<file path="src/hw/pcod_cfg.svh">
// Offsets, field positions and reset values of the clock output divider
`ifndef PCOD_CFG_SVH
`define PCOD_CFG_SVH

// Peripheral bus geometry
`define PCOD_ADDR_W         16
`define PCOD_DATA_W         16

// Register offsets inside the miscellaneous peripheral range
`define PCOD_DIV_OFFSET     16'h0040
`define PCOD_STAT_OFFSET    16'h0042

// Divide-factor field of clock_output_divider
`define PCOD_DIV_W          8
`define PCOD_DIV_LSB        0
`define PCOD_DIV_MSB        7
`define PCOD_DIV_RESET      8'h00

// Status register bit positions
`define PCOD_STAT_ACTIVE    0
`define PCOD_STAT_DIVIDING  1
`define PCOD_STAT_WRITTEN   2
`define PCOD_STAT_REFUSED   3
`define PCOD_STAT_PHASE_LSB 8

`endif

</file>
<file path="src/hw/pcod_pkg.sv">
// Types shared by the clock output divider modules
package pcod_pkg;

  // Output mode, one-hot
  typedef enum logic [2:0] {
    PCOD_OFF    = 3'b001,
    PCOD_PASS   = 3'b010,
    PCOD_DIVIDE = 3'b100
  } pcod_mode_t;

  typedef logic [7:0]  pcod_factor_t;
  typedef logic [15:0] pcod_word_t;

endpackage : pcod_pkg

</file>
<file path="src/hw/pcod_div_if.sv">
// Signals between the register side and the divider core
`timescale 1ns/1ps
interface pcod_div_if;
  import pcod_pkg::*;

  logic         run;
  pcod_factor_t factor;
  logic         phase_hi;
  logic         phase_lo;
  pcod_factor_t count;

  modport ctrl (output run, output factor,
                input  phase_hi, input phase_lo, input count);
  modport core (input  run, input factor,
                output phase_hi, output phase_lo, output count);
endinterface : pcod_div_if

</file>
<file path="src/hw/pcod_top.sv">
// Programmable clock output divider: register, mode control and pin drive
//
// What this block does
// - Eight-bit factor; output frequency is CPU clock over factor plus one.
// - With clock output enabled and factor zero, undivided CPU clock drives port 3 pin 15.
// - Factor writes accepted only with both peripheral enables set.
// - With clock output enabled and a nonzero factor programmed, the prescaled clock drives the pin.
// - With clock output disabled, no clock drives the pin at all.
// - Divider register reachable on the internal peripheral bus.
//
// The pin clock is carried as two phase bits per system cycle: the value
// for the high half and for the low half of clk_sys. The pad output cell
// selects between them with clk_sys, which is the only way a registered
// output can reproduce the full CPU clock rate.
//
// Limitations worth knowing:
// - The two peripheral enables are plain level inputs here; their own
//   registers live with the system configuration logic.
// - A new nonzero factor only takes effect at the end of the running period, so
//   a slow factor can delay the change by up to 256 cycles.
// - Factor zero selects the pass-through mode, where the core counter is
//   idle and the pad sees high then low in every CPU cycle.
// - A refused write leaves the old factor in place and raises a sticky
//   status bit; reading the status word clears it again.
// - Status layout: bit 0 output active, bit 1 dividing, bit 2 factor
//   written since reset, bit 3 write refused, bits 15:8 core counter.
`timescale 1ns/1ps
`include "pcod_cfg.svh"
module pcod_top
  import pcod_pkg::*;
(
  input  wire logic                     clk_sys,
  input  wire logic                     rst_n,
  input  wire logic                     clock_output_enable,
  input  wire logic                     misc_peripheral_enable,
  input  wire logic                     peripheral_bus_enable,
  input  wire logic                     periph_sel,
  input  wire logic                     periph_wr,
  input  wire logic                     periph_rd,
  input  wire logic [`PCOD_ADDR_W-1:0]  periph_addr,
  input  wire logic [`PCOD_DATA_W-1:0]  periph_wdata,
  output      logic [`PCOD_DATA_W-1:0]  periph_rdata,
  output      logic                     periph_ready,
  output      logic                     port3_pin15_hi,
  output      logic                     port3_pin15_lo,
  output      logic                     port3_pin15_oe
);

  logic         rst_meta_n;
  logic         rst_sync_n;
  pcod_factor_t clock_output_divider;
  logic         written;
  logic         refused;
  pcod_mode_t   mode;
  pcod_mode_t   next_mode;
  pcod_word_t   next_rdata;

  pcod_div_if   div ();

  // Reset release through two flops; assertion stays asynchronous
  always_ff @(posedge clk_sys or negedge rst_n) begin
    if (!rst_n) begin
      rst_meta_n <= 1'b0;
      rst_sync_n <= 1'b0;
    end else begin
      rst_meta_n <= 1'b1;
      rst_sync_n <= rst_meta_n;
    end
  end

  // Small helper: does a bus access hit a given offset
  function automatic logic pcod_hit(
    input logic [`PCOD_ADDR_W-1:0] addr,
    input logic [`PCOD_ADDR_W-1:0] offset
  );
    pcod_hit = (addr == offset);
  endfunction : pcod_hit

  // Address decode of the two registers
  // Only exact word offsets hit; byte lanes are not decoded on their own
  wire hit_div   = pcod_hit(periph_addr, `PCOD_DIV_OFFSET);
  wire hit_stat  = pcod_hit(periph_addr, `PCOD_STAT_OFFSET);
  wire wr_cycle  = periph_sel & periph_wr;
  wire rd_cycle  = periph_sel & periph_rd;
  wire access    = periph_sel & (periph_wr | periph_rd);

  // write gating
  // Both enables must be set; otherwise the write is dropped and noted
  wire prog_ok   = misc_peripheral_enable & peripheral_bus_enable;
  wire div_write = wr_cycle & hit_div & prog_ok;
  wire div_block = wr_cycle & hit_div & ~prog_ok;

  // Reading status clears the refused flag; a new refusal wins
  wire stat_read = rd_cycle & hit_stat;

  always_ff @(posedge clk_sys or negedge rst_sync_n) begin
    if (!rst_sync_n) begin
      clock_output_divider <= `PCOD_DIV_RESET;
    end else if (div_write) begin
      clock_output_divider <= periph_wdata[`PCOD_DIV_MSB:`PCOD_DIV_LSB];
    end
  end

  // programmed flag
  // Kept for software to see that a factor has been taken
  always_ff @(posedge clk_sys or negedge rst_sync_n) begin
    if (!rst_sync_n) begin
      written <= 1'b0;
    end else if (div_write) begin
      written <= 1'b1;
    end
  end

  // Sticky refused-write flag, set has priority over clear on read
  always_ff @(posedge clk_sys or negedge rst_sync_n) begin
    if (!rst_sync_n) begin
      refused <= 1'b0;
    end else if (div_block) begin
      refused <= 1'b1;
    end else if (stat_read) begin
      refused <= 1'b0;
    end
  end

  // Mode selection from enable and stored factor
  always_comb begin
    next_mode = PCOD_OFF;
    if (clock_output_enable) begin
      if (clock_output_divider == 8'h00) begin
        next_mode = PCOD_PASS;
      end else begin
        next_mode = PCOD_DIVIDE;
      end
    end
  end

  // Mode register; one cycle between the enable pin and the mode
  always_ff @(posedge clk_sys or negedge rst_sync_n) begin
    if (!rst_sync_n) begin
      mode <= PCOD_OFF;
    end else begin
      mode <= next_mode;
    end
  end

  // Divider core runs only while the output is enabled
  assign div.run    = (mode != PCOD_OFF);
  assign div.factor = clock_output_divider;

  pcod_div_core u_core (
    .clk_sys    (clk_sys),
    .rst_sync_n (rst_sync_n),
    .div        (div.core)
  );

  // Read data selection; unmapped offsets read as zero
  always_comb begin
    next_rdata = 16'h0000;
    if (hit_div) begin
      next_rdata[`PCOD_DIV_MSB:`PCOD_DIV_LSB] = clock_output_divider;
    end else if (hit_stat) begin
      next_rdata[`PCOD_STAT_ACTIVE]   = (mode != PCOD_OFF);
      next_rdata[`PCOD_STAT_DIVIDING] = (mode == PCOD_DIVIDE);
      next_rdata[`PCOD_STAT_WRITTEN]  = written;
      next_rdata[`PCOD_STAT_REFUSED]  = refused;
      next_rdata[15:`PCOD_STAT_PHASE_LSB] = div.count;
    end
  end

  // Bus answer one cycle after the access, read data held until next read
  // Writes are answered too, so a refused write still completes on the bus
  always_ff @(posedge clk_sys or negedge rst_sync_n) begin
    if (!rst_sync_n) begin
      periph_rdata <= 16'h0000;
      periph_ready <= 1'b0;
    end else begin
      periph_ready <= access;
      if (rd_cycle) begin
        periph_rdata <= next_rdata;
      end
    end
  end

  // Pin drive registers
  // The enable and phases are registered together so the pad never sees
  // a half-updated combination when the mode changes
  always_ff @(posedge clk_sys or negedge rst_sync_n) begin
    if (!rst_sync_n) begin
      port3_pin15_hi <= 1'b0;
      port3_pin15_lo <= 1'b0;
      port3_pin15_oe <= 1'b0;
    end else begin
      unique case (mode)
        PCOD_OFF: begin
          port3_pin15_hi <= 1'b0;
          port3_pin15_lo <= 1'b0;
          port3_pin15_oe <= 1'b0;
        end
        PCOD_PASS: begin
          port3_pin15_hi <= 1'b1;
          port3_pin15_lo <= 1'b0;
          port3_pin15_oe <= 1'b1;
        end
        PCOD_DIVIDE: begin
          port3_pin15_hi <= div.phase_hi;
          port3_pin15_lo <= div.phase_lo;
          port3_pin15_oe <= 1'b1;
        end
        // Illegal one-hot codes fall back to a released pin
        default: begin
          port3_pin15_hi <= 1'b0;
          port3_pin15_lo <= 1'b0;
          port3_pin15_oe <= 1'b0;
        end
      endcase
    end
  end

endmodule : pcod_top

</file>
<file path="src/hw/pcod_div_core.sv">
// Counter that builds the two clock phases of the divided clock
`timescale 1ns/1ps
`include "pcod_cfg.svh"
module pcod_div_core
  import pcod_pkg::*;
(
  input wire logic  clk_sys,
  input wire logic  rst_sync_n,
  pcod_div_if.core  div
);

  pcod_factor_t cnt;
  pcod_factor_t cur;
  logic         phase_hi;
  logic         phase_lo;

  // Half-cycle indices of the current cycle against the half period
  wire       last_cnt    = (cnt == cur);
  wire [8:0] half_period = {1'b0, cur} + 9'h001;
  wire [8:0] idx_hi      = {cnt, 1'b0};
  wire [8:0] idx_lo      = {cnt, 1'b1};
  wire       next_hi     = (idx_hi < half_period);
  wire       next_lo     = (idx_lo < half_period);

  // reloading counter
  // While running, a new factor is only taken at the period boundary, so no runt pulse
  always_ff @(posedge clk_sys or negedge rst_sync_n) begin
    if (!rst_sync_n) begin
      cnt <= 8'h00;
      cur <= `PCOD_DIV_RESET;
    end else if (!div.run) begin
      cnt <= 8'h00;
      cur <= div.factor;
    end else if (last_cnt) begin
      cnt <= 8'h00;
      cur <= div.factor;
    end else begin
      cnt <= cnt + 8'h01;
    end
  end

  // phase registers
  // Factor zero gives high then low in one cycle: the clock itself
  always_ff @(posedge clk_sys or negedge rst_sync_n) begin
    if (!rst_sync_n) begin
      phase_hi <= 1'b0;
      phase_lo <= 1'b0;
    end else begin
      phase_hi <= div.run & next_hi;
      phase_lo <= div.run & next_lo;
    end
  end

  assign div.phase_hi = phase_hi;
  assign div.phase_lo = phase_lo;
  assign div.count    = cnt;

endmodule : pcod_div_core

</file>
<file path="config.mk">
export PLATFORM = sky130hd
export DESIGN_NAME = pcod_top
export DESIGN_NICKNAME = d
export VERILOG_FILES = /design/src/hw/pcod_pkg.sv /design/src/hw/pcod_div_if.sv /design/src/hw/pcod_top.sv /design/src/hw/pcod_div_core.sv
export VERILOG_INCLUDE_DIRS = /design/src /design/src/hw
export SDC_FILE = /design/constraint.sdc
export NUM_CORES = 1
export LEC_CHECK = 0
export BUFFER_PORTS_ARGS = -buffer_cell sky130_fd_sc_hd__buf_2
export CAP_MARGIN = 20
export CORE_MARGIN = 8
export CORE_UTILIZATION = 57
export DETAILED_ROUTE_END_ITERATION = 10
export GPL_ROUTABILITY_DRIVEN = 0
export PLACE_DENSITY = 0.9
export SLEW_MARGIN = 20
export SYNTH_ARGS = -nofsm -noshare
export SYNTH_HDL_FRONTEND = slang
export SYNTH_HIERARCHICAL = 1
export SYNTH_SLANG_ARGS = --single-unit
export TNS_END_PERCENT = 20
</file>
<file path="constraint.sdc">
create_clock -name clk_sys -period 2.7 [get_ports clk_sys]
set_input_delay 0.405 -clock clk_sys [delete_from_list [all_inputs] [get_ports clk_sys]]
set_output_delay 0.405 -clock clk_sys [all_outputs]
set_load 0.05 [all_outputs]
</file>
### Yosys cells after proc, flatten, opt, wreduce, memory -nomap -nowiden

Index checks and enable logic that the tools add are counted.

* $add $sub $neg: 2
* $mul: 0
* div/mod/pow operators: 0
* $lt $le $gt $ge: 2
* equal/unequal tests: 7
* shifts and indexed selects: 0
* muxes and demuxes: 16
* bitwise gates (word level): 12
* reductions and logical operators: 3

Operators by type and width (count)
* $mux W8: 6
* $eq A16 B7 Y1 const B: 2
* $lt A9 B9 Y1: 2
* $mux W4: 3
* $and A1 B1 Y1: 10
* $add A8 B1 Y9 const B: 1
* $add A8 B1 Y8 const B: 1
* $eq A8 B8 Y1: 1
* $logic_not A8 Y1: 1
* $mux W3: 2
* $mux W1: 4
* $eq A3 B2 Y1 const B: 1
* $eq A3 B3 Y1 const B: 1
* $ne A3 B1 Y1 const B: 1
* $ne A2 B2 Y1 const B: 1
* $pmux W1 S2: 1
* $reduce_bool A2 Y1: 1
* $reduce_or A2 Y1: 1
* $not A1 Y1: 1
* $or A1 B1 Y1: 1

* bits in registers: 53
* bits in latches: 0
* memory bits (writable): 0
* ROM bits: 0
* input bits: 40
* output and inout port bits: 20
* word-level logic and storage cells: 57
* memories kept: 0

### Logic depth before layout (Yosys ltp)

Gate-level depths: netlist of run 1.

* depth after elaboration: 4
* mapped depth: 10
* gate-level depth less buffers: 10

### Hierarchy

Netlist of run 1, hierarchy kept.

Modules (own cells, without submodules)
* pcod_top: times used 1, cells an instance 111, area each 1475.2 sq um, sequential area each 877.1 sq um
* pcod_div_core: times used 1, cells an instance 107, area each 1117.3 sq um, sequential area each 450.4 sq um

### Least setup slack after synthesis of run 1

Ideal clock, no wire load.

* kind: input port to flip-flop
* start: input port periph_addr[2]
* end: register clock_output_divider[0]
* setup time: 0.125 ns
* arrival time: 1.847 ns
* required time: 2.575 ns
* path slack: 0.728 ns
* stages on the path: 5
* buffers on the path: 1
* cell sequence: nor3_1 > nand4_4 > or4_4 > buf_6 > mux2_4

* word-level cells in the longest chain between the ends: 3

Ends and longest elaborated chain
* start, declared: RTL line pcod_top.sv:40 `` input wire logic [`PCOD_ADDR_W-1:0] periph_addr, ``
* $eq A16 B7 Y1: RTL line pcod_top.sv:76 `pcod_hit = (addr == offset);`
* $and A1 B1 Y1 (2 in a row): RTL line pcod_top.sv:90 `wire div_write = wr_cycle & hit_div & prog_ok;`
* end signal, assigned: RTL line pcod_top.sv:98 `` clock_output_divider <= `PCOD_DIV_RESET; ``
* end signal, assigned: RTL line pcod_top.sv:100 `` clock_output_divider <= periph_wdata[`PCOD_DIV_MSB:`PCOD_DIV_LSB]; ``
* end, declared: RTL line pcod_top.sv:51 `pcod_factor_t clock_output_divider;`

No other way between the ends.
A chain may end at the register's enable or synchronous reset.

### Worst setup path after layout of run 1

* start: register u_core.cur[0]
* end: register u_core.phase_hi, in the netlist u_core/div.phase_hi

* word-level cells in the longest chain between the ends: 3

Ends and longest elaborated chain
* start, declared: RTL line pcod_div_core.sv:13 `pcod_factor_t cur;`
* start signal, assigned: RTL line pcod_div_core.sv:30 `` cur <= `PCOD_DIV_RESET; ``
* start signal, assigned: RTL line pcod_div_core.sv:33 `cur <= div.factor;`
* start signal, assigned: RTL line pcod_div_core.sv:36 `cur <= div.factor;`
* $add A8 B1 Y9: RTL line pcod_div_core.sv:19 `wire [8:0] half_period = {1'b0, cur} + 9'h001;`
* $lt A9 B9 Y1: RTL line pcod_div_core.sv:22 `wire next_hi = (idx_hi < half_period);`
* $and A1 B1 Y1: RTL line pcod_div_core.sv:49 `phase_hi <= div.run & next_hi;`
* end signal, assigned: RTL line pcod_div_core.sv:49
* end, declared: RTL line pcod_div_core.sv:14 `logic phase_hi;`

No other way between the ends.

==> results by group, run 1 <==
GRT
  • Gr usage total: 0.165
  • First-pass GRT wire length: between 9 and 10 mm
  • Largest net degree at the start of global routing: 52
  • Vias in the first global route: approximately 1.9k
  • Gr ovfl total: 0
  • Antenna violations before repair: 0

Power
  • Peak supply drop: ~230 uV
  • Switch Pwr: 305 uW
  • PD cells: 478 mW/mm2
  • Net switching fraction of the power: 0.212
  • Seq pwr share: 0.569
  • Internal power: between 1 and 1.5 mW
  • Clock group share of total power: 0.386
  • Leak: 1.49 nW
  • Gate power share: 0.045

Yosys
  • Yosys reg bits: 53
  • EDFF count, synth: 0
  • Main area contributors after synthesis: dfrtp_1 50%, ha_1 5.3%, mux2_4 4.6%
  • Synthesized area: 0.00259 mm2
  • Syn Inst Count: 218
  • Distinct cells, synth: 40
  • Yosys top cell area share: 0.502
  • Synth Flop Type: dfrtp_1
  • Synth Area per Inst: 11.9 um2
  • Largest area contributor in the synthesized netlist: dfrtp_1
  • Register area share after synthesis: 0.512
  • Synth warn: 6
  • Async SR Flop Fraction: 1.00
  • Net Count, Synth: 269

Place
  • Port Buf Inserts: between 50 and 60
  • Final HPWL DP: 4.07 mm
  • Post-placement setup slack: 518 ps

Critical path
  • CP peak stage delay: 460 ps
  • Worst path arrival time: 2440 ps
  • Nature of the critical path endpoint: flip-flop
  • Crit path launch: u_core/cur[0]
  • Critical R2R Capture: u_core/div.phase_hi
  • R2r startpoint: u_core/cur[0]
  • CP max FO: 6
  • Kind of critical path: reg2reg
  • Reg2Reg Setup Slack: 490 ps
  • Crit path cell chain: ha_1 -> nand3_1 -> nor2_1 -> xnor2_1 -> ha_1 -> a21oi_1 -> nor2b_1 -> o21ai_0 -> nand3b_1 -> nor3_1
  • Startpoint types: flip-flop
  • Slowest-stage cell, CP: dfrtp_1
  • Cell count of the worst reg-to-reg path: 10
  • Req. time, crit path: 2930 ps
  • Cell family with most CP delay: simple AND/OR/NAND/NOR gates
  • Most used cell, CP: ha_1
  • Worst Path Buf+Inv: 0

Floorplan
  • Io pins: 60
  • Starting density of the core: 0.591
  • CORE AREA: 0.00438 mm2
  • Num rows: 24
  • Die area: 0.00696 mm2
  • DIE WIDTH: 83.4 um
  • Die height: 83.4 um

Timing
  • Minimum clock period: 2210 ps
  • Min Hold Slack: 239 ps
  • Final Hold Fails: 0
  • # setup viols final: 0
  • RSZ-0062 raised after global routing: no
  • Worst Skew: 6.96 ps
  • TNS Setup: 0 ps
  • Max Clock Freq: 0.452 GHz
  • Max-slew violation count: 0
  • Slew headroom: 0.553
  • Period utilization: 0.819
  • Actual slew at the worst max-slew pin: approximately 670 ps
  • Setup ws final: 490 ps

Worst hold path
  • Worst min path class: in2reg
  • Hold Startpoint: clock_output_enable
  • Hold path endpoint: mode[0]
  • Worst hold stages: 2

CTS
  • H-tree levels: 2
  • CTS tree: done
  • Latest clock arrival within the worst-skew pair: roughly 310 ps
  • Post-cts gate resize count: 0
  • Clock root buffer master: clkbuf_8
  • Clock slew at reported path FFs: ~90 ps
  • Clock buffer count from CTS: 5
  • Clk sink count: 53
  • Max clock buf depth: 2

Outcome
  • Status: finished, final reports clean

Cells and area
  • Most frequent cells in the layout: 51 x dfrtp_1, 51 x buf_2, 20 x nand2_1, 13 x nor2_1, 13 x xnor2_1
  • Nets: ~320
  • Ant. Diodes: 0
  • Area overhead of the layout relative to synthesis: 15.9%
  • Share of cells above drive strength 1: 0.309
  • Final Util: 0.685

Drt
  • Antenna-violating nets left: 0
  • Residual DRC: 0
  • WL per Instance: 17.2 um
  • TritonRoute pass-1 iters: 4
  • Drt via density: 5.65
  • Vias: ~1.8k
  • DR iter-0 viols: about 140
  • Routed WL: 5.58 mm

Job
  • Max Cap Violations: 0
## synthesized netlist by cell type, types with 3 or more instances
library cell / n
dfrtp_1: 52
ha_1: 11
mux2_2: 7
nand4_1: 4
mux2_4: 8
xnor2_1: 13
o31ai_1: 4
clkbuf_1: 3
nor2_1: 13
and3_1: 3
a21oi_1: 6
nand2_1: 20
inv_1: 6
mux2i_1: 4
xor2_1: 7
nand3_1: 6
nand2b_1: 3
o21ai_0: 8
a22o_1: 8
## power by group through the flow
stage / Combinational [mW] / Sequential (mW) / Clock [mW]
2_1_floorplan: 0.0213 / 0.838 / 0
3_5_place_dp: 0.0639 / 0.833 / 0
6_report: 0.0644 / 0.817 / 0.555
4_1_cts: 0.0650 / 0.817 / 0.566
3_3_place_gp: 0.0624 / 0.832 / 0
5_1_grt: 0.0697 / 0.821 / 0.593
## per-layer routing
layer / routed length (um) / up-vias / GRT usage
li1: - / 868 / -
met1: 2220 / 900 / 0.185
met2: 2930 / 47 / 0.284
met3: 290 / 14 / 0.0459
met4: 138 / 0 / 0.0722
met5: 0 / - / 0
## registers in the layout, indices dropped and copies added, names as in the netlist
signal / count
port3_pin15_oe: 1
written: 1
u_core/div.count: 8
rst_meta_n: 1
u_core/div.phase_hi: 1
mode: 3
periph_rdata: 16
u_core/cur: 8
refused: 1
periph_ready: 1
port3_pin15_hi: 1
u_core/div.phase_lo: 1
port3_pin15_lo: 1
clock_output_divider: 8
rst_sync_n: 1
## timing repair
action	CTS	global route
endpoints found under the hold margin	2	0
buffers inserted	0	0
hold buffers	1	0
## worst reg2reg max path: stages (launching register included)
cell and delay (ps):
dfrtp_1 460, ha_1 220, nand3_1 130, nor2_1 200, xnor2_1 150, ha_1 270
a21oi_1 150, nor2b_1 50, o21ai_0 180, nand3b_1 120, nor3_1 190
## area by class of cell
class	instances	area [um2]
clock inverter	1	30.0
multi-input combinational	153	1200
tap	52	65.1
timing repair buffer	52	265
sequential	53	1330
clock buffer	7	86.3
inverter	6	22.5
fill	313	1380
## metrics by stage
step / power, mW / area (um2) / std cells
after global routing: 1.48 / 3000 / 324
after floorplan: 0.859 / 2590 / 218
final: 1.44 / 3000 / 324
after CTS: 1.45 / 3000 / 324
after detailed placement: 0.897 / 2880 / 315
after global placement: 0.895 / 2880 / 315
## cell families (layout without fill, tap and decap cells)
family	after synthesis	after routing	synth area share
compound gates	32	32	0.0869
xor+xnor	20	20	0.0676
fa+ha+maj	11	11	0.0531
buf+inv	12	66	0.0236
flops	53	53	0.512
mux	19	19	0.0922
other cells	1	1	0.00145
simple gates	70	70	0.163
## worst max-delay path by stage
stage	depth (start not counted)	end	slack [ps]
CTS	10	u_core/div.phase_hi	490
floorplan	5	clock_output_divider[0]	730
global placement	5	clock_output_divider[4]	550
detailed placement	10	u_core/div.phase_hi	520
finish	10	u_core/div.phase_hi	490
global route	10	u_core/div.phase_hi	290
No activity file was read; power rests on OpenSTA's default activity.
==> run 2, diff against run 1 <==
CORE_UTILIZATION = 48   (was 57)
PLACE_DENSITY = 0.81   (was 0.9)
clock period = 2 ns   (was 2.7 ns; I/O delays follow)
==> run 2 against run 1 <==
Against the previous run: power is 34% higher; worst setup slack lost 390 ps; combinational power rose by 55%; worst hold slack got worse by 94 ps; clock skew grew 0.73 ps; fmax rose by 16%; sequential cell count unchanged; global-route usage down 1.9 points; register-to-register slack worse by 390 ps; clock power up 31%; sequential share of layout area down 1.9 points; via count is 0.33% lower; critical path type unchanged.
==> results by group, run 2 (synthesis gave the netlist of run 1 again) <==
CTS
  • Max clock buf depth: 2 (unchanged)
  • Clk sink count: 53 (unchanged)
  • Clock root buffer master: clkbuf_8
  • Clock slew at reported path FFs: 90 ps (about the same)
  • CTS tree: done
  • Buffer count from post-CTS setup fixing: 0 (unchanged)
  • Latest clock arrival within the worst-skew pair: 300 ps (about the same)
  • H-tree levels: 2 (unchanged)
  • Clock buffer count from CTS: 5 (unchanged)

Worst hold path
  • Worst min path class: in2reg

Critical path
  • CP peak stage delay: 350 ps (-110 ps)
  • Crit path cell chain: buf_4 -> and4_1 -> nand4_1 -> xor2_1 -> ha_1 -> nand4_1 -> nor3b_2 -> nor3_2
  • Worst Path Buf+Inv: 1 (+1)
  • Cell family with most CP delay: simple AND/OR/NAND/NOR gates
  • Slowest-stage cell, CP: dfrtp_1
  • Most used cell, CP: nand4_1
  • Nature of the critical path endpoint: flip-flop
  • Kind of critical path: reg2reg
  • CP max FO: 4 (-2)
  • Startpoint types: flip-flop
  • Req. time, crit path: 2190 ps (-740 ps)
  • Worst path arrival time: 2090 ps (-350 ps)

Cells and area
  • Max FFs per register: 16 (unchanged)
  • Most frequent cells in the layout: 51 x buf_2, 48 x dfrtp_1, 20 x nand2_1, 12 x nor2_1, 12 x xnor2_1
  • Post-route insts no fill: 352 (+8.6%)
  • Share of cells above drive strength 1: 0.362 (+0.0529)
  • Nets: 332 (+3.1%)
  • Post-route cell area: 0.00314 mm2 (+4.5%)
  • Commonest non-fill, non-tap cell in the layout: buf_2
  • Final Util: 0.607 (-0.0781)
  • Biggest register: periph_rdata
  • Ant. Diodes: 0 (unchanged)
  • Area overhead of the layout relative to synthesis: 21.1%

GRT
  • Gr usage total: 0.146 (-0.0187)
  • Gr ovfl total: 0 (unchanged)
  • Largest net degree at the start of global routing: 30 (-42%)
  • First-pass GRT wire length: 9.08 mm (-4.0%)
  • Antenna violations before repair: 0 (unchanged)
  • Vias in the first global route: 1963 (+1.3%)

Place
  • Placed cell area: 0.00299 mm2 (+3.8%)
  • Placed Cells: 343 (+8.9%)
  • Final HPWL DP: 4.03 mm (-0.80%)
  • Post-placement setup slack: -11.4 ps (-529 ps)
  • Port Buf Inserts: 51 (unchanged)

Power
  • Seq pwr share: 0.569 (about the same)
  • Switch Pwr: 390 uW (+28%)
  • Leak: 1.55 nW (+3.9%)
  • Peak supply drop: 303 uV (+31%)
  • PD cells: 611 mW/mm2 (+28%)
  • Clock group share of total power: 0.379 (-0.007)
  • Internal power: 1.53 mW (+35%)
  • Overall power: 1.92 mW (+34%)
  • Gate power share: 0.052 (+0.007)
  • Net switching fraction of the power: 0.203 (-0.00924)

Drt
  • Vias: 1823 (-0.33%)
  • Residual DRC: 0 (unchanged)
  • WL per Instance: 15.0 um (-13%)
  • Routed WL: 5.28 mm (-5.3%)
  • Antenna-violating nets left: 0 (unchanged)
  • TritonRoute pass-1 iters: 4 (unchanged)
  • Drt via density: 5.18 (-8.3%)
  • DR iter-0 viols: 101 (-27%)

Timing
  • Period utilization: 0.950 (+0.132)
  • # setup viols final: 0 (unchanged)
  • Setup ws final: 99.0 ps (-391 ps)
  • TNS Setup: 0 ps (unchanged)
  • Actual slew at the worst max-slew pin: 678 ps (+10.1 ps)
  • Slew headroom: 0.547 (-0.00677)
  • RSZ-0062 raised after global routing: yes
  • Worst Skew: 7.70 ps (+0.735 ps)
  • Min Hold Slack: 145 ps (-94.4 ps)
  • Final Hold Fails: 0 (unchanged)
  • Max-slew violation count: 0 (unchanged)
  • Minimum clock period: 1900 ps (-309 ps)
  • Max Clock Freq: 0.526 GHz (+16%)

Floorplan
  • Die height: 89.5 um (+7.3%)
  • Die area: 0.00801 mm2 (+15%)
  • DIE WIDTH: 89.5 um (+7.3%)
  • Starting density of the core: 0.501 (-0.0901)
  • CORE AREA: 0.00517 mm2 (+18%)
  • Io pins: 60 (unchanged)
  • Num rows: 26 (+8.3%)

Outcome
  • Status: finished, final reports clean

Job
  • Max Cap Violations: 0 (unchanged)
-- run 2: power groups by stage --
| stage | sequential (mW) | clock, mW | combinational [mW] |
|---|---|---|---|
| after floorplan | 1.13 | 0 | 0.0287 |
| after global placement | 1.11 | 0 | 0.0985 |
| after detailed placement | 1.11 | 0 | 0.101 |
| after CTS | 1.09 | 0.742 | 0.102 |
| after global routing | 1.10 | 0.787 | 0.109 |
| final | 1.09 | 0.728 | 0.0999 |
-- run 2: final cells by class --
class                   count  area, um2
fillers                   412       2030
clock buffers               7       86.3
inverters                   6       22.5
multi-input cells         153       1230
repair buffers             62        353
flip-flops and latches     53       1330
well taps                  70       87.6
clock inverters             1       30.0
-- run 2: worst paths after layout --
kind                                     start                 endpoint  slack, ps  depth (start not counted)
hold / removal             clock_output_enable                  mode[0]        140                          2
min in group asynchronous           rst_sync_n  clock_output_divider[2]        250                          0
setup / recovery                 u_core/cur[1]      u_core/div.phase_hi        100                          8
max in group asynchronous           rst_sync_n                  mode[0]       1150                          1
hold reg to reg                     rst_sync_n  clock_output_divider[2]        250                          0
setup reg to reg                 u_core/cur[1]      u_core/div.phase_hi        100                          8
-- run 2: timing repair --
item                       4_1_cts  5_1_grt
hold buffers                     1        0
gates resized for setup          2        7
pin swaps                        3        6
setup endpoints to repair        1        9
hold endpoints to repair         2        0
-- run 2: metal layers --
metal	vias up	track usage	share of wire
li1	889	-	-
met1	879	0.164	0.39
met2	43	0.257	0.53
met3	12	0.0267	0.050
met4	0	0.0770	0.028
met5	-	0	0
==> run 3, diff against run 2 <==
CORE_UTILIZATION = 57   (was 48)
PLACE_DENSITY = 0.9   (was 0.81)
SKIP_LAST_GASP = 1   (was not set)
SLEW_MARGIN = not set   (was 20)
clock period = 2.3 ns   (was 2 ns; I/O delays follow)
==> run 3 against run 2 <==
Against the previous run: cell count decreased by 6.8%; critical path depth increased by 2; power fell by 19%; via count is 1.9% higher; fmax is 7.8% lower; utilization up 7.8 points; highest routed layer unchanged; wire length increased by 6.3%; clock skew decreased by 1.1 ps; cell area down 4.3%; clock-buffer cell count shrank 1; critical endpoint unchanged.
==> results by group, run 3 (synthesis gave the netlist of run 1 again) <==
Outcome
  • Status: finished, final reports clean

CTS
  • CTS tree: done
  • Latest clock arrival within the worst-skew pair: 310 ps (about the same)
  • Clk sink count: 53 (unchanged)
  • Clock buffer count from CTS: 5 (unchanged)
  • H-tree levels: 2 (unchanged)
  • Clock root buffer master: clkbuf_8
  • Clock slew at reported path FFs: 100 ps (about the same)
  • Max clock buf depth: 2 (unchanged)

Cells and area
  • Post-route insts no fill: 328 (-6.8%)
  • Fillers: 301 (-27%)
  • Biggest register: periph_rdata
  • Share of cells above drive strength 1: 0.322 (-0.0392)
  • Max FFs per register: 16 (unchanged)
  • Final Util: 0.686 (+0.0783)
  • Ant. Diodes: 0 (unchanged)
  • Most frequent cells in the layout: 51 x dfrtp_1, 51 x buf_2, 20 x nand2_1, 13 x xnor2_1, 12 x nor2_1
  • Nets: 326 (-1.8%)
  • Area overhead of the layout relative to synthesis: 15.9%

Timing
  • Max Clock Freq: 0.485 GHz (-7.8%)
  • Period utilization: 0.897 (-0.0537)
  • Max-slew violation count: 0 (unchanged)
  • RSZ-0062 raised after global routing: no
  • Final Hold Fails: 0 (unchanged)
  • Slew headroom: 0.536 (-0.0105)
  • Actual slew at the worst max-slew pin: 694 ps (+15.7 ps)
  • # setup viols final: 0 (unchanged)
  • TNS Setup: 0 ps (unchanged)
  • Minimum clock period: 2060 ps (+162 ps)
  • Worst Skew: 6.62 ps (-1.08 ps)

GRT
  • First-pass GRT wire length: 9.71 mm (+6.9%)
  • Vias in the first global route: 2006 (+2.2%)
  • Gr usage total: 0.167 (+0.0209)
  • Antenna violations before repair: 0 (unchanged)
  • Largest net degree at the start of global routing: 52 (+73%)
  • Gr ovfl total: 0 (unchanged)

Critical path
  • Worst path arrival time: 2300 ps (+210 ps)
  • CP peak stage delay: 370 ps (+20 ps)
  • Nature of the critical path endpoint: flip-flop
  • CP max FO: 2 (-2)
  • Req. time, crit path: 2530 ps (+340 ps)
  • Slowest-stage cell, CP: dfrtp_1
  • Most used cell, CP: ha_1
  • Startpoint types: flip-flop
  • Critical R2R Capture: u_core/div.phase_hi
  • Cell count of the worst reg-to-reg path: 10 (+2)
  • Kind of critical path: reg2reg
  • Reg2Reg Setup Slack: 240 ps (+140 ps)
  • R2r startpoint: u_core/cur[1]
  • Crit path cell chain: ha_1 -> nand3_1 -> nor2_2 -> xnor2_1 -> ha_1 -> a21oi_1 -> nor2b_1 -> o21ai_0 -> nand3b_1 -> nor3_1

Job
  • Max Cap Violations: 0 (unchanged)

Floorplan
  • CORE AREA: 0.00438 mm2 (-15%)
  • Die area: 0.00696 mm2 (-13%)
  • DIE WIDTH: 83.4 um (-6.8%)
  • Starting density of the core: 0.591 (+0.0901)
  • Die height: 83.4 um (-6.8%)
  • Io pins: 60 (unchanged)
  • Num rows: 24 (-7.7%)

Drt
  • DR iter-0 viols: 111 (+9.9%)
  • WL per Instance: 17.1 um (+14%)
  • Vias: 1857 (+1.9%)
  • Antenna-violating nets left: 0 (unchanged)
  • Residual DRC: 0 (unchanged)
  • Routed WL: 5.62 mm (+6.3%)
  • TritonRoute pass-1 iters: 4 (unchanged)
  • Drt via density: 5.66 (+9.3%)

Power
  • Leak: 1.49 nW (-3.8%)
  • Peak supply drop: 285 uV (-5.9%)
  • PD cells: 518 mW/mm2 (-15%)
  • Overall power: 1.56 mW (-19%)

Worst hold path
  • Hold Startpoint: clock_output_enable
  • Hold path endpoint: mode[0]
  • Worst min path class: in2reg
  • Worst hold stages: 2 (unchanged)

Place
  • Port Buf Inserts: 51 (unchanged)
  • Final HPWL DP: 4.03 mm (-0.19%)
  • Placed Cells: 319 (-7.0%)
run 3: metrics by stage:
step                hold WS (ps)  setup slack, ps  instance area [um2]
finish                       173              237                 3010
global route                 186             7.23                 3010
CTS                          167              229                 3000
detailed placement           131              266                 2910
global placement             129              299                 2910
floorplan                   49.4              388                 2590
run 3: per-layer routing:
metal / global-route usage / share of wire / up-vias / wire, um
met5: 0 / 0 / - / 0
met4: 0.0706 / 0.021 / 0 / 117
met3: 0.0439 / 0.044 / 11 / 245
met2: 0.293 / 0.54 / 37 / 3010
met1: 0.186 / 0.40 / 928 / 2240
li1: - / - / 881 / -
run 3: worst max-delay path, delay by kind of cell, from the launching register on:
kind	cells	cell delay [ps]
xor+xnor	1	130
compound gates	2	320
flops	1	370
simple gates	5	730
fa+ha+maj	2	440
run 3: worst max-delay path by stage:
| stage | start | end | slack [ps] | cells past startpoint |
|---|---|---|---|---|
| global placement | periph_addr[4] | clock_output_divider[4] | 300 | 5 |
| global route | u_core/cur[0] | u_core/div.phase_hi | 7 | 10 |
| floorplan | periph_addr[2] | clock_output_divider[0] | 390 | 5 |
| CTS | u_core/cur[1] | u_core/div.phase_hi | 230 | 10 |
| finish | u_core/cur[1] | u_core/div.phase_hi | 240 | 10 |
| detailed placement | periph_addr[12] | clock_output_divider[3] | 270 | 5 |
run 3: area by class of cell:
type                       count  area, um2  share of cell area
inverter                       6       22.5             0.00749
timing repair buffer          56        295              0.0983
clock inverter                 2       15.0             0.00500
tap                           52       65.1              0.0216
clock buffer                   6       72.6              0.0241
multi-input combinational    153       1210               0.401
sequential                    53       1330               0.442
run 3: power breakdown:
group          leakage, nW  switching, mW  internal, mW
combinational        0.734         0.0596        0.0339
clock               0.0374          0.307         0.215
sequential           0.722        0.00296         0.939
total                 1.49          0.370          1.19
run 3: what timing repair did:
item                       in CTS  in global routing
gates resized for setup         0                  1
hold buffers                    1                  0
buffers inserted                0                  0
setup endpoints to repair       0                  2
hold endpoints to repair        2                  0
